==> config.mk <==
export PLATFORM = sky130hd
export DESIGN_NAME = mbd_data_map
export DESIGN_NICKNAME = d
export VERILOG_FILES = /design/src/core/mbd_pkg.sv /design/src/core/mbd_data_map.sv
export SDC_FILE = /design/constraint.sdc
export NUM_CORES = 1
export LEC_CHECK = 0
export BUFFER_PORTS_ARGS = -buffer_cell sky130_fd_sc_hd__buf_2
export CAP_MARGIN = 20
export CORE_MARGIN = 2
export CORE_UTILIZATION = 55
export DETAILED_ROUTE_END_ITERATION = 10
export GPL_TIMING_DRIVEN = 1
export HOLD_SLACK_MARGIN = 0.05
export PLACE_DENSITY = 0.77
export SYNTH_ARGS = -nofsm -noshare
export SYNTH_HDL_FRONTEND = slang
export SYNTH_SLANG_ARGS = --single-unit
==> constraint.sdc <==
create_clock -name sys_clk -period 11.9 [get_ports sys_clk]
set_input_delay 0.595 -clock sys_clk [delete_from_list [all_inputs] [get_ports sys_clk]]
set_output_delay 0.595 -clock sys_clk [all_outputs]
set_load 0.01 [all_outputs]
==> src/core/mbd_pkg.sv <==
// Constants, codes and carrier types for the drive data map.
package mbd_pkg;

  // ==========================================================================
  // Function, diagnostic sub-function and exception codes
  localparam logic [7:0] FC_RD_COILS = 8'h01;
  localparam logic [7:0] FC_RD_HOLD = 8'h03;
  localparam logic [7:0] FC_WR_COIL = 8'h05;
  localparam logic [7:0] FC_WR_REG = 8'h06;
  localparam logic [7:0] FC_DIAG = 8'h08;
  localparam logic [7:0] FC_EVT_CNT = 8'h0b;
  localparam logic [7:0] FC_WR_COILS = 8'h0f;
  localparam logic [7:0] FC_WR_REGS = 8'h10;
  localparam logic [7:0] FC_SLAVE_ID = 8'h11;
  localparam logic [7:0] FC_EXC_FLAG = 8'h80;
  localparam logic [15:0] SUB_RESTART = 16'h0001;
  localparam logic [15:0] SUB_DIAG_REG = 16'h0002;
  localparam logic [15:0] SUB_CLEAR = 16'h000a;
  localparam logic [15:0] SUB_BUS_MSG = 16'h000b;
  localparam logic [15:0] SUB_BUS_ERR = 16'h000c;
  localparam logic [15:0] SUB_EXC_CNT = 16'h000d;
  localparam logic [15:0] SUB_SLV_MSG = 16'h000e;
  localparam logic [7:0] EXC_NONE = 8'h00;
  localparam logic [7:0] EXC_FUNC = 8'h01;
  localparam logic [7:0] EXC_ADDR = 8'h02;
  localparam logic [7:0] EXC_VALUE = 8'h03;
  localparam logic [7:0] EXC_DEVICE = 8'h04;

  // ==========================================================================
  // Coil map, zero-based bit positions
  localparam int COIL_COUNT = 65;
  localparam int COIL_CMD_LSB = 0;
  localparam int COIL_REF_LSB = 16;
  localparam int COIL_STW_LSB = 32;
  localparam int COIL_MAV_LSB = 48;
  localparam int COIL_STORE = 64;
  localparam logic [16:0] COIL_END = 17'h00041;
  localparam logic [4:0] COIL_ITEM_MAX = 5'h10;
  localparam logic [15:0] COIL_ON = 16'hff00;
  localparam logic [15:0] COIL_OFF = 16'h0000;
  localparam logic [15:0] STW_USED_MASK = 16'hef8f;
  localparam int STW_RUNNING = 11;

  // ==========================================================================
  // Holding register numbers (message address is number minus one)
  localparam logic [15:0] REG_ERR = 16'h0007;
  localparam logic [15:0] REG_INDEX = 16'h0009;
  localparam logic [15:0] REG_PAR_FIRST = 16'h000a;
  localparam logic [15:0] REG_CMD = 16'hc350;
  localparam logic [15:0] REG_REF = 16'hc35a;
  localparam logic [15:0] REG_STW = 16'hc418;
  localparam logic [15:0] REG_MAV = 16'hc422;
  localparam logic [16:0] REG_END = 17'h0c422;
  localparam logic [15:0] PAR_SCALE = 16'h000a;

  // ==========================================================================
  // Carrier types
  typedef struct packed {
    logic [7:0] func;
    logic [15:0] addr;
    logic [15:0] qty;
    logic [15:0] data;
  } mbd_req_t;

  typedef struct packed {
    logic exc;
    logic [7:0] code;
    logic [7:0] func;
    logic [15:0] data;
  } mbd_rsp_t;

  typedef struct packed {
    logic reverse;
    logic [1:0] setup_sel;
    logic relay2_on;
    logic relay1_on;
    logic data_valid;
    logic ramp2;
    logic jog;
    logic fault_reset;
    logic start;
    logic no_freeze;
    logic no_quick_stop;
    logic no_coast;
    logic no_dc_brake;
    logic [1:0] preset_sel;
  } mbd_cmd_t;

  typedef struct packed {
    logic write;
    logic store_nv;
    logic [15:0] num;
    logic [15:0] index;
    logic [15:0] wdata;
  } mbd_par_t;

endpackage

==> src/core/mbd_data_map.sv <==
// Request interpreter and data map of the drive's bus slave.

module mbd_data_map
  import mbd_pkg::*;
#(
  parameter logic [7:0] SLAVE_ID = 8'h5a // Arbitrary identification value.
)
(
  input wire logic sys_clk, // System clock, 20 MHz.
  input wire logic reset, // Asynchronous reset, active high.
  input wire logic req_valid, // Request item present.
  input wire mbd_req_t req, // Request item fields.
  input wire logic frame_commit, // Frame passed its checks.
  input wire logic frame_seen, // A frame was seen on the bus.
  input wire logic frame_err, // A frame failed its checks.
  input wire logic [15:0] drive_status, // Raw drive status bits.
  input wire logic [15:0] out_freq, // Output frequency.
  input wire logic [15:0] feedback, // Feedback signal.
  input wire logic closed_loop, // Drive runs closed loop.
  input wire logic [15:0] last_err, // Last data-object error code.
  input wire logic par_ack, // Parameter access finished.
  input wire logic par_err, // Parameter access failed.
  input wire logic [15:0] par_rdata, // Parameter read value.
  output logic req_ready, // Interpreter can take an item.
  output logic rsp_valid, // Answer present, one cycle.
  output mbd_rsp_t rsp, // Answer fields.
  output mbd_cmd_t cmd, // Applied command word.
  output logic [15:0] speed_ref, // Bus speed reference.
  output logic par_valid, // Parameter access request, one cycle.
  output mbd_par_t par // Parameter access fields.
);

  typedef enum logic [1:0] {ST_IDLE = 2'b01, ST_PWAIT = 2'b10} mbd_state_t;

  mbd_state_t state_q, state_d;
  logic req_ready_q, rsp_valid_q, par_valid_q, store_nv_q;
  mbd_rsp_t rsp_q, rsp_d;
  mbd_cmd_t cmd_q;
  mbd_par_t par_q;
  logic [15:0] shadow_q, shadow_d, ref_q, ref_d, index_q, index_d;
  logic [15:0] bus_cnt_q, err_cnt_q, exc_cnt_q, slv_cnt_q, diag_q;
  logic [7:0] func_q;
  logic store_nv_d;

  // ==========================================================================
  // Request classification
  wire take = req_valid && req_ready_q;
  wire is_rdc = req.func == FC_RD_COILS;
  wire is_wrsc = req.func == FC_WR_COIL;
  wire is_wrmc = req.func == FC_WR_COILS;
  wire is_rdh = req.func == FC_RD_HOLD;
  wire is_wrsr = req.func == FC_WR_REG;
  wire is_wrmr = req.func == FC_WR_REGS;
  wire is_diag = req.func == FC_DIAG;
  wire is_evc = req.func == FC_EVT_CNT;
  wire is_sid = req.func == FC_SLAVE_ID;
  wire is_coil = is_rdc || is_wrsc || is_wrmc;
  wire is_reg = is_rdh || is_wrsr || is_wrmr;
  wire is_wr = is_wrsc || is_wrmc || is_wrsr || is_wrmr;
  wire sub_ok = (req.addr == SUB_RESTART) || (req.addr == SUB_DIAG_REG) ||
    ((req.addr >= SUB_CLEAR) && (req.addr <= SUB_SLV_MSG));
  wire supported = is_coil || is_reg || is_evc || is_sid || (is_diag && sub_ok);

  // Single writes carry one item whatever the quantity field says.
  wire [15:0] eff_qty = (is_wrsc || is_wrsr) ? 16'h0001 : req.qty;
  wire [16:0] end_adr = {1'b0, req.addr} + {1'b0, eff_qty};
  wire range_bad = is_coil ? (end_adr > COIL_END) : (is_reg && (end_adr > REG_END));
  wire value_bad = (is_coil || is_reg) &&
    ((eff_qty == 16'h0000) || (is_wrsc && (req.data != COIL_ON) && (req.data != COIL_OFF)));
  wire [7:0] exc_code = !supported ? EXC_FUNC : value_bad ? EXC_VALUE : range_bad ? EXC_ADDR : EXC_NONE;
  wire ok = exc_code == EXC_NONE;

  // ==========================================================================
  // Holding register decode; reserved numbers fall through to zero.
  // zero-based addresses
  wire [15:0] reg_num = req.addr + 16'h0001;
  wire hit_err = reg_num == REG_ERR;
  wire hit_idx = reg_num == REG_INDEX;
  wire hit_cmd = reg_num == REG_CMD;
  wire hit_ref = reg_num == REG_REF;
  wire hit_stw = reg_num == REG_STW;
  wire hit_mav = reg_num == REG_MAV;
  wire hit_par = (reg_num >= REG_PAR_FIRST) && (reg_num < REG_CMD);
  wire [15:0] par_num = reg_num / PAR_SCALE;

  wire [15:0] stw_vis = drive_status & STW_USED_MASK;
  wire [15:0] main_actual_value = closed_loop ? feedback : out_freq;
  wire [15:0] reg_rdata = hit_err ? last_err : hit_idx ? index_q : hit_cmd ? shadow_q :
    hit_ref ? ref_q : hit_stw ? stw_vis : hit_mav ? main_actual_value : 16'h0000;
  wire reg_wr = take && ok && (is_wrsr || is_wrmr);
  wire par_go = take && ok && is_reg && hit_par;

  // ==========================================================================
  // Coil image; one request item moves at most sixteen coils.
  // one bit per coil
  wire [COIL_COUNT-1:0] coil_img = {store_nv_q, main_actual_value, stw_vis, ref_q, shadow_q};
  wire [4:0] coil_n = (is_wrsc || (req.qty < 16'h0010)) ? eff_qty[4:0] : COIL_ITEM_MAX;
  wire [16:0] coil_lim = {1'b0, req.addr} + {12'h000, coil_n};
  wire [COIL_COUNT-1:0] coil_shift = coil_img >> req.addr;
  wire [15:0] coil_mask = 16'(({1'b0, 16'hffff} << coil_n) ^ {1'b1, 16'hffff});
  wire [15:0] coil_rd = coil_shift[15:0] & coil_mask;
  wire [15:0] wbits = is_wrsc ? {15'h0000, req.data == COIL_ON} : req.data;
  wire coil_wr = take && ok && (is_wrsc || is_wrmc);
  logic [COIL_COUNT-1:0] coil_new;

  // Each coil compares itself to the window; read-only coils are never stored.
  genvar gi;
  for (gi = 0; gi < COIL_COUNT; gi++)
  begin : g_coil
    wire [16:0] pos = 17'(gi);
    wire [16:0] rel = pos - {1'b0, req.addr};
    wire hit = coil_wr && ({1'b0, req.addr} <= pos) && (pos < coil_lim);
    assign coil_new[gi] = hit ? wbits[rel[3:0]] : coil_img[gi];
  end

  assign shadow_d = coil_wr ? coil_new[COIL_REF_LSB-1:COIL_CMD_LSB] : (reg_wr && hit_cmd) ? req.data : shadow_q;
  assign ref_d = coil_wr ? coil_new[COIL_STW_LSB-1:COIL_REF_LSB] : (reg_wr && hit_ref) ? req.data : ref_q;
  assign index_d = (reg_wr && hit_idx) ? req.data : index_q;
  assign store_nv_d = coil_wr ? coil_new[COIL_STORE] : store_nv_q;

  // ==========================================================================
  // Diagnostic counters; an event in the clearing cycle still counts.
  wire clr = take && ok && is_diag && ((req.addr == SUB_RESTART) || (req.addr == SUB_CLEAR));
  wire exc_ev = (take && !ok) || ((state_q == ST_PWAIT) && par_ack && par_err);
  wire slv_ev = take;
  wire [15:0] diag_data = (req.addr == SUB_DIAG_REG) ? diag_q : (req.addr == SUB_BUS_MSG) ? bus_cnt_q :
    (req.addr == SUB_BUS_ERR) ? err_cnt_q : (req.addr == SUB_EXC_CNT) ? exc_cnt_q :
    (req.addr == SUB_SLV_MSG) ? slv_cnt_q : req.data;
  wire [15:0] sid_data = {SLAVE_ID, drive_status[STW_RUNNING] ? 8'hff : 8'h00};

  wire [15:0] ok_data = is_rdc ? coil_rd : is_rdh ? reg_rdata : is_wr ? req.data :
    is_diag ? diag_data : is_evc ? slv_cnt_q : sid_data;

  // ==========================================================================
  // Sequencer: parameter items wait for the parameter store, others answer next edge.
  always_comb
  begin
    state_d = state_q;
    rsp_d = '0;
    unique case (state_q)
      ST_IDLE:
      begin
        if (par_go)
        begin
          state_d = ST_PWAIT;
        end
        else if (take)
        begin
          rsp_d.exc = !ok;
          rsp_d.code = exc_code;
          rsp_d.func = ok ? req.func : (req.func | FC_EXC_FLAG);
          rsp_d.data = ok ? ok_data : 16'h0000;
        end
      end
      ST_PWAIT:
      begin
        if (par_ack)
        begin
          state_d = ST_IDLE;
          rsp_d.exc = par_err;
          rsp_d.code = par_err ? EXC_DEVICE : EXC_NONE;
          rsp_d.func = par_err ? (func_q | FC_EXC_FLAG) : func_q;
          rsp_d.data = par_err ? 16'h0000 : par_rdata;
        end
      end
    endcase
  end

  // State, answer and handshake flops.
  always_ff @(posedge sys_clk or posedge reset)
  begin
    if (reset)
    begin
      state_q <= ST_IDLE;
      req_ready_q <= 1'b0;
      rsp_valid_q <= 1'b0;
      rsp_q <= '0;
      func_q <= 8'h00;
    end
    else
    begin
      state_q <= state_d;
      req_ready_q <= state_d == ST_IDLE;
      rsp_valid_q <= (take && !par_go) || ((state_q == ST_PWAIT) && par_ack);
      rsp_q <= rsp_d;
      func_q <= take ? req.func : func_q;
    end
  end

  // Parameter request; the store choice travels with every access.
  always_ff @(posedge sys_clk or posedge reset)
  begin
    if (reset)
    begin
      par_valid_q <= 1'b0;
      par_q <= '0;
    end
    else
    begin
      par_valid_q <= par_go;
      if (par_go)
      begin
        par_q <= '{write: is_wrsr || is_wrmr, store_nv: store_nv_q, num: par_num, index: index_q,
          wdata: req.data};
      end
    end
  end

  // Written words; the command word applies only at frame acceptance so a
  // half-written word never reaches the drive.
  always_ff @(posedge sys_clk or posedge reset)
  begin
    if (reset)
    begin
      shadow_q <= 16'h0000;
      ref_q <= 16'h0000;
      index_q <= 16'h0000;
      store_nv_q <= 1'b0;
      cmd_q <= '0;
    end
    else
    begin
      shadow_q <= shadow_d;
      ref_q <= ref_d;
      index_q <= index_d;
      store_nv_q <= store_nv_d;
      if (frame_commit)
      begin
        cmd_q <= mbd_cmd_t'(shadow_d);
      end
    end
  end

  // Counters wrap at full scale; software is expected to clear them.
  always_ff @(posedge sys_clk or posedge reset)
  begin
    if (reset)
    begin
      bus_cnt_q <= 16'h0000;
      err_cnt_q <= 16'h0000;
      exc_cnt_q <= 16'h0000;
      slv_cnt_q <= 16'h0000;
      diag_q <= 16'h0000;
    end
    else
    begin
      bus_cnt_q <= (clr ? 16'h0000 : bus_cnt_q) + {15'h0000, frame_seen};
      err_cnt_q <= (clr ? 16'h0000 : err_cnt_q) + {15'h0000, frame_err};
      exc_cnt_q <= (clr ? 16'h0000 : exc_cnt_q) + {15'h0000, exc_ev};
      slv_cnt_q <= (clr ? 16'h0000 : slv_cnt_q) + {15'h0000, slv_ev};
      diag_q <= (clr ? 16'h0000 : diag_q) | {14'h0000, frame_err, exc_ev};
    end
  end

  assign req_ready = req_ready_q;
  assign rsp_valid = rsp_valid_q;
  assign rsp = rsp_q;
  assign cmd = cmd_q;
  assign speed_ref = ref_q;
  assign par_valid = par_valid_q;
  assign par = par_q;

endmodule

==> results by group <==
Pwr
  • Cell Int Power: 1.429 mW
  • Sequential share of power: 37.0%
  • Pwr dens: 98.31 nW/um^2
  • Leakage: 9.922 nW
  • Comb pwr share: 23.5%
  • Clock share of power: 39.5%
  • Peak VDD IR: 0.1243 mV
  • Net Sw Power: 714.0 uW
  • Switching share of power: 33.31%

Finish
  • Final instance area: 21800 sq um
  • # fillers: 3214
  • Share of layout cells above drive strength 1: 17.20%
  • Final nets: 2851
  • Area Growth Syn to Fin: 11.14%
  • ANT cells: 0

Placement
  • RD Place Congestion: 1.089
  • Port bufs: 250
  • Placed Area: 20840 sq um
  • Post-DP HPWL: 56860 um

Synth
  • Seq/Total Area, Yosys: 27.94%
  • Synth Area in XOR/XNOR: 4.643%
  • Avg Synthesized Cell Area: 7.693 sq um
  • #FFs+latches synth: 219
  • Ys Warns: 0
  • Mapped cell area: 19620 sq um
  • Synth cell types: 94
  • Synth Area in Simple Gates: 23.66%
  • Complex-gate fraction of the synthesized area: 23.60%
  • Ys flop type: dfrtp_1
  • Number of synthesized flops with an enable pin: 0
  • Main combinational cell family by area after synthesis: simple AND/OR/NAND/NOR gates
  • Post-Synthesis Cells: 2550
  • Share of flip-flops with an asynchronous set or reset: 100.0%
  • Synth Area in Adders: 3.055%
  • Mux share of post-synthesis cell area: 11.86%

STA
  • Final Max Tran Viols: 0
  • Final Critical Period: 7935 ps
  • Fin. Hold Viols: 0
  • Final setup fails: 0
  • Fmax: 126.0 MHz
  • Max_slew headroom: 26.42%
  • Worst Max-Slew Pin Slew: 1096 ps
  • Setup Total Neg Slack: 0 ps
  • RSZ-0062 raised after global routing: false
  • Tcrit/Tclk final: 66.68%
  • Worst clock skew: 10.44 ps

Global routing
  • First-pass GRT wire length: 115300 um
  • Initial antenna violation count: 2
  • Grt ovf: 0
  • Vias in the first global route: 19670
  • Largest net degree at the start of global routing: 97
  • Tot GR Track Use: 40.69%

Detailed routing
  • DRC: 0
  • Vias post-DR: 21170
  • Vias/cell: 6.740
  • Final ANT Viol Nets: 0
  • Iter 0 DRT Violations: 2611
  • Pre-antenna DRT Iters: 8
  • WL/cell: 24.41 um
  • Total Wirelength: 76670 um

Job
  • Maxcap violations: 0

Worst setup path
  • Crit path buf inv count: 3
  • Critical path's slowest cell: a2111oi_0
  • Max incr delay on CP: 740 ps
  • CP endpoint kind: register
  • Critical Path Fanout Max: 17
  • CP top delay family: compound AO/OA/AOI/OAI gates
  • Critical setup path kind: in2reg
  • CP required: 12330 ps
  • Setup crit start kind: input port
  • Crit path DAT: 8370 ps
  • Most Frequent Cell on Critical Path: a21o_1

Die
  • IO Pins: 263
  • Die area: 37190 sq um
  • Initial Util: 55.55%
  • Core Region: 35310 sq um
  • Die Width: 192.9 um
  • Die height: 192.9 um
  • Cell row count: 69

Clock network
  • H-tree Lvls: 1
  • CTS Hold Bufs: 0
  • Inserted Clock Buffers: 26
  • CTS tree: built
  • CTS max path bufs: 3
  • CTS root buffer: clkbuf_16
  • Post-CTS setup buffer count: 0
  • Clk_lat worst skew: 570 ps
  • Clk slew on worst S/H paths: 60 ps
  • # resized after CTS: 0
  • Clock Sinks: 219

Outcome
  • Outcome: complete, no violations

Hold path
  • Hold crit path type: in2async
## metrics by stage
step	instances	setup slack, ps	util, %	power (mW)	hold WS (ps)
after global placement	3090	3947	59.03	1.275	446.4
after detailed placement	3090	3631	59.03	1.292	451.0
after floorplan	2557	5018	-	1.160	440.3
after global routing	3141	3301	61.74	2.224	202.4
final	3141	3965	61.74	2.143	128.5
after CTS	3137	4178	61.56	2.134	161.2
## cells in the mapped netlist, types with 5 or more instances
cell       number  area [sq um]
xor2_1         37         324.1
ha_1           43         538.0
or3_1          18         112.6
dfrtp_1       218          5455
a31oi_1        24         150.1
nor3_1         57         285.3
inv_1          35         131.4
nand4_1        27         168.9
nor4_1         21         131.4
a22o_1         13         113.9
a22oi_1        10         75.07
a21o_1         24         180.2
or2_2           8         50.05
and3_1         26         162.7
a221oi_1       15         131.4
o31ai_1        14         105.1
buf_2          14         70.07
a211oi_1       56         420.4
o21ai_1         5         25.02
and2_1         35         219.0
buf_4          14         105.1
o22ai_1        24         150.1
o211ai_1       37         277.8
o31a_1          6         52.55
nand2b_1       16         100.1
o221ai_1        6         52.55
buf_1          23         86.33
a21oi_1       203          1016
xnor2_1        67         586.8
nand3_1        74         370.4
mux2i_1        94         940.9
o21a_1          6         45.04
nor2b_1        24         150.1
o2111ai_1       7         61.31
o21ai_0       176         880.8
a222oi_1       19         190.2
o32ai_1         6         52.55
nor2_1        294          1104
o21bai_1        5         37.54
and4_1          9         78.83
mux4_2         24         540.5
a211o_1         5         43.79
mux2_2         75         844.6
nand2_1       389          1460
clkbuf_1      153         574.3
## cells by family after synthesis
logic type                 count (synthesis)
and+or+nand+nor                         1021
other                                      1
buffers and inverters                    248
adders and majority gates                 47
muxes                                    193
xor gates and xnor gates                 104
AOI/OAI and AO/OA                        717
DFF                                      219
## power groups by stage
stage	registers (mW)	clock network, mW	logic (mW)
CTS	0.792	0.853	0.489
floorplan	0.798	0	0.362
finish	0.793	0.847	0.503
global route	0.795	0.881	0.548
global placement	0.804	0	0.471
detailed placement	0.806	0	0.487
## cell usage in the layout, fill, tap and decap left out, types with 34 or more instances in the layout
cell	netlist	final
buf_2	14	248
and2_1	35	35
a211oi_1	56	56
nor2_1	294	294
inv_1	35	34
dfrtp_1	218	218
ha_1	43	43
a21oi_1	203	203
nand3_1	74	74
xor2_1	37	37
mux2_2	75	75
nor3_1	57	55
nand2_1	389	389
mux2i_1	94	94
o211ai_1	37	37
o21ai_0	176	176
xnor2_1	67	67
## layer usage
| metal | track usage (%) | routed length [um] | share of wire, % | vias up |
|---|---|---|---|---|
| met5 | 0 | 13 | 0.017 | - |
| met3 | 7.256 | 7527 | 9.8 | 339 |
| met2 | 63.40 | 34180 | 45 | 1322 |
| met1 | 52.49 | 29540 | 39 | 10070 |
| li1 | - | - | - | 9443 |
| met4 | 25.04 | 5416 | 7.1 | 2 |
## final cells by class
class	instances	area, sq um	share of cell area [%]
timing repair buffer	284	1544	7.082
multi-input combinational	2090	13150	60.31
sequential	219	5482	25.14
inverter	40	157.7	0.7231
tap	461	576.8	2.646
clock buffer	29	671.9	3.082
clock inverter	18	221.5	1.016
## state kept, by name (all words and copies together) (netlist names)
| register | count |
|---|---|
| func_q | 8 |
| err_cnt_q | 16 |
| slv_cnt_q | 16 |
| exc_cnt_q | 16 |
| par_valid | 1 |
| cmd | 16 |
| store_nv_q | 1 |
| diag_q | 2 |
| rsp_valid | 1 |
| req_ready | 1 |
| speed_ref | 16 |
| bus_cnt_q | 16 |
| rsp | 28 |
| par | 47 |
| index_q | 16 |
| shadow_q | 16 |
| state_q | 2 |
## final timing paths
check                               startpoint                       end  slack [ps]  cells past startpoint
setup / recovery                       req[50]   exc_cnt_q[14]$_DFF_PP0_        3960                     32
hold / removal                           reset         rsp[26]$_DFF_PP0_         130                      2
setup reg to reg           req_ready$_DFF_PP0_  speed_ref[9]$_DFFE_PP0P_        8590                      8
hold reg to reg            par[48]$_DFFE_PP0P_       par[48]$_DFFE_PP0P_         460                      2
max in group asynchronous                reset          rsp[7]$_DFF_PP0_        9580                      4
min in group sys_clk                 frame_err       diag_q[1]$_DFF_PP0_         220                      2
Power figures use the tool's default switching activity.
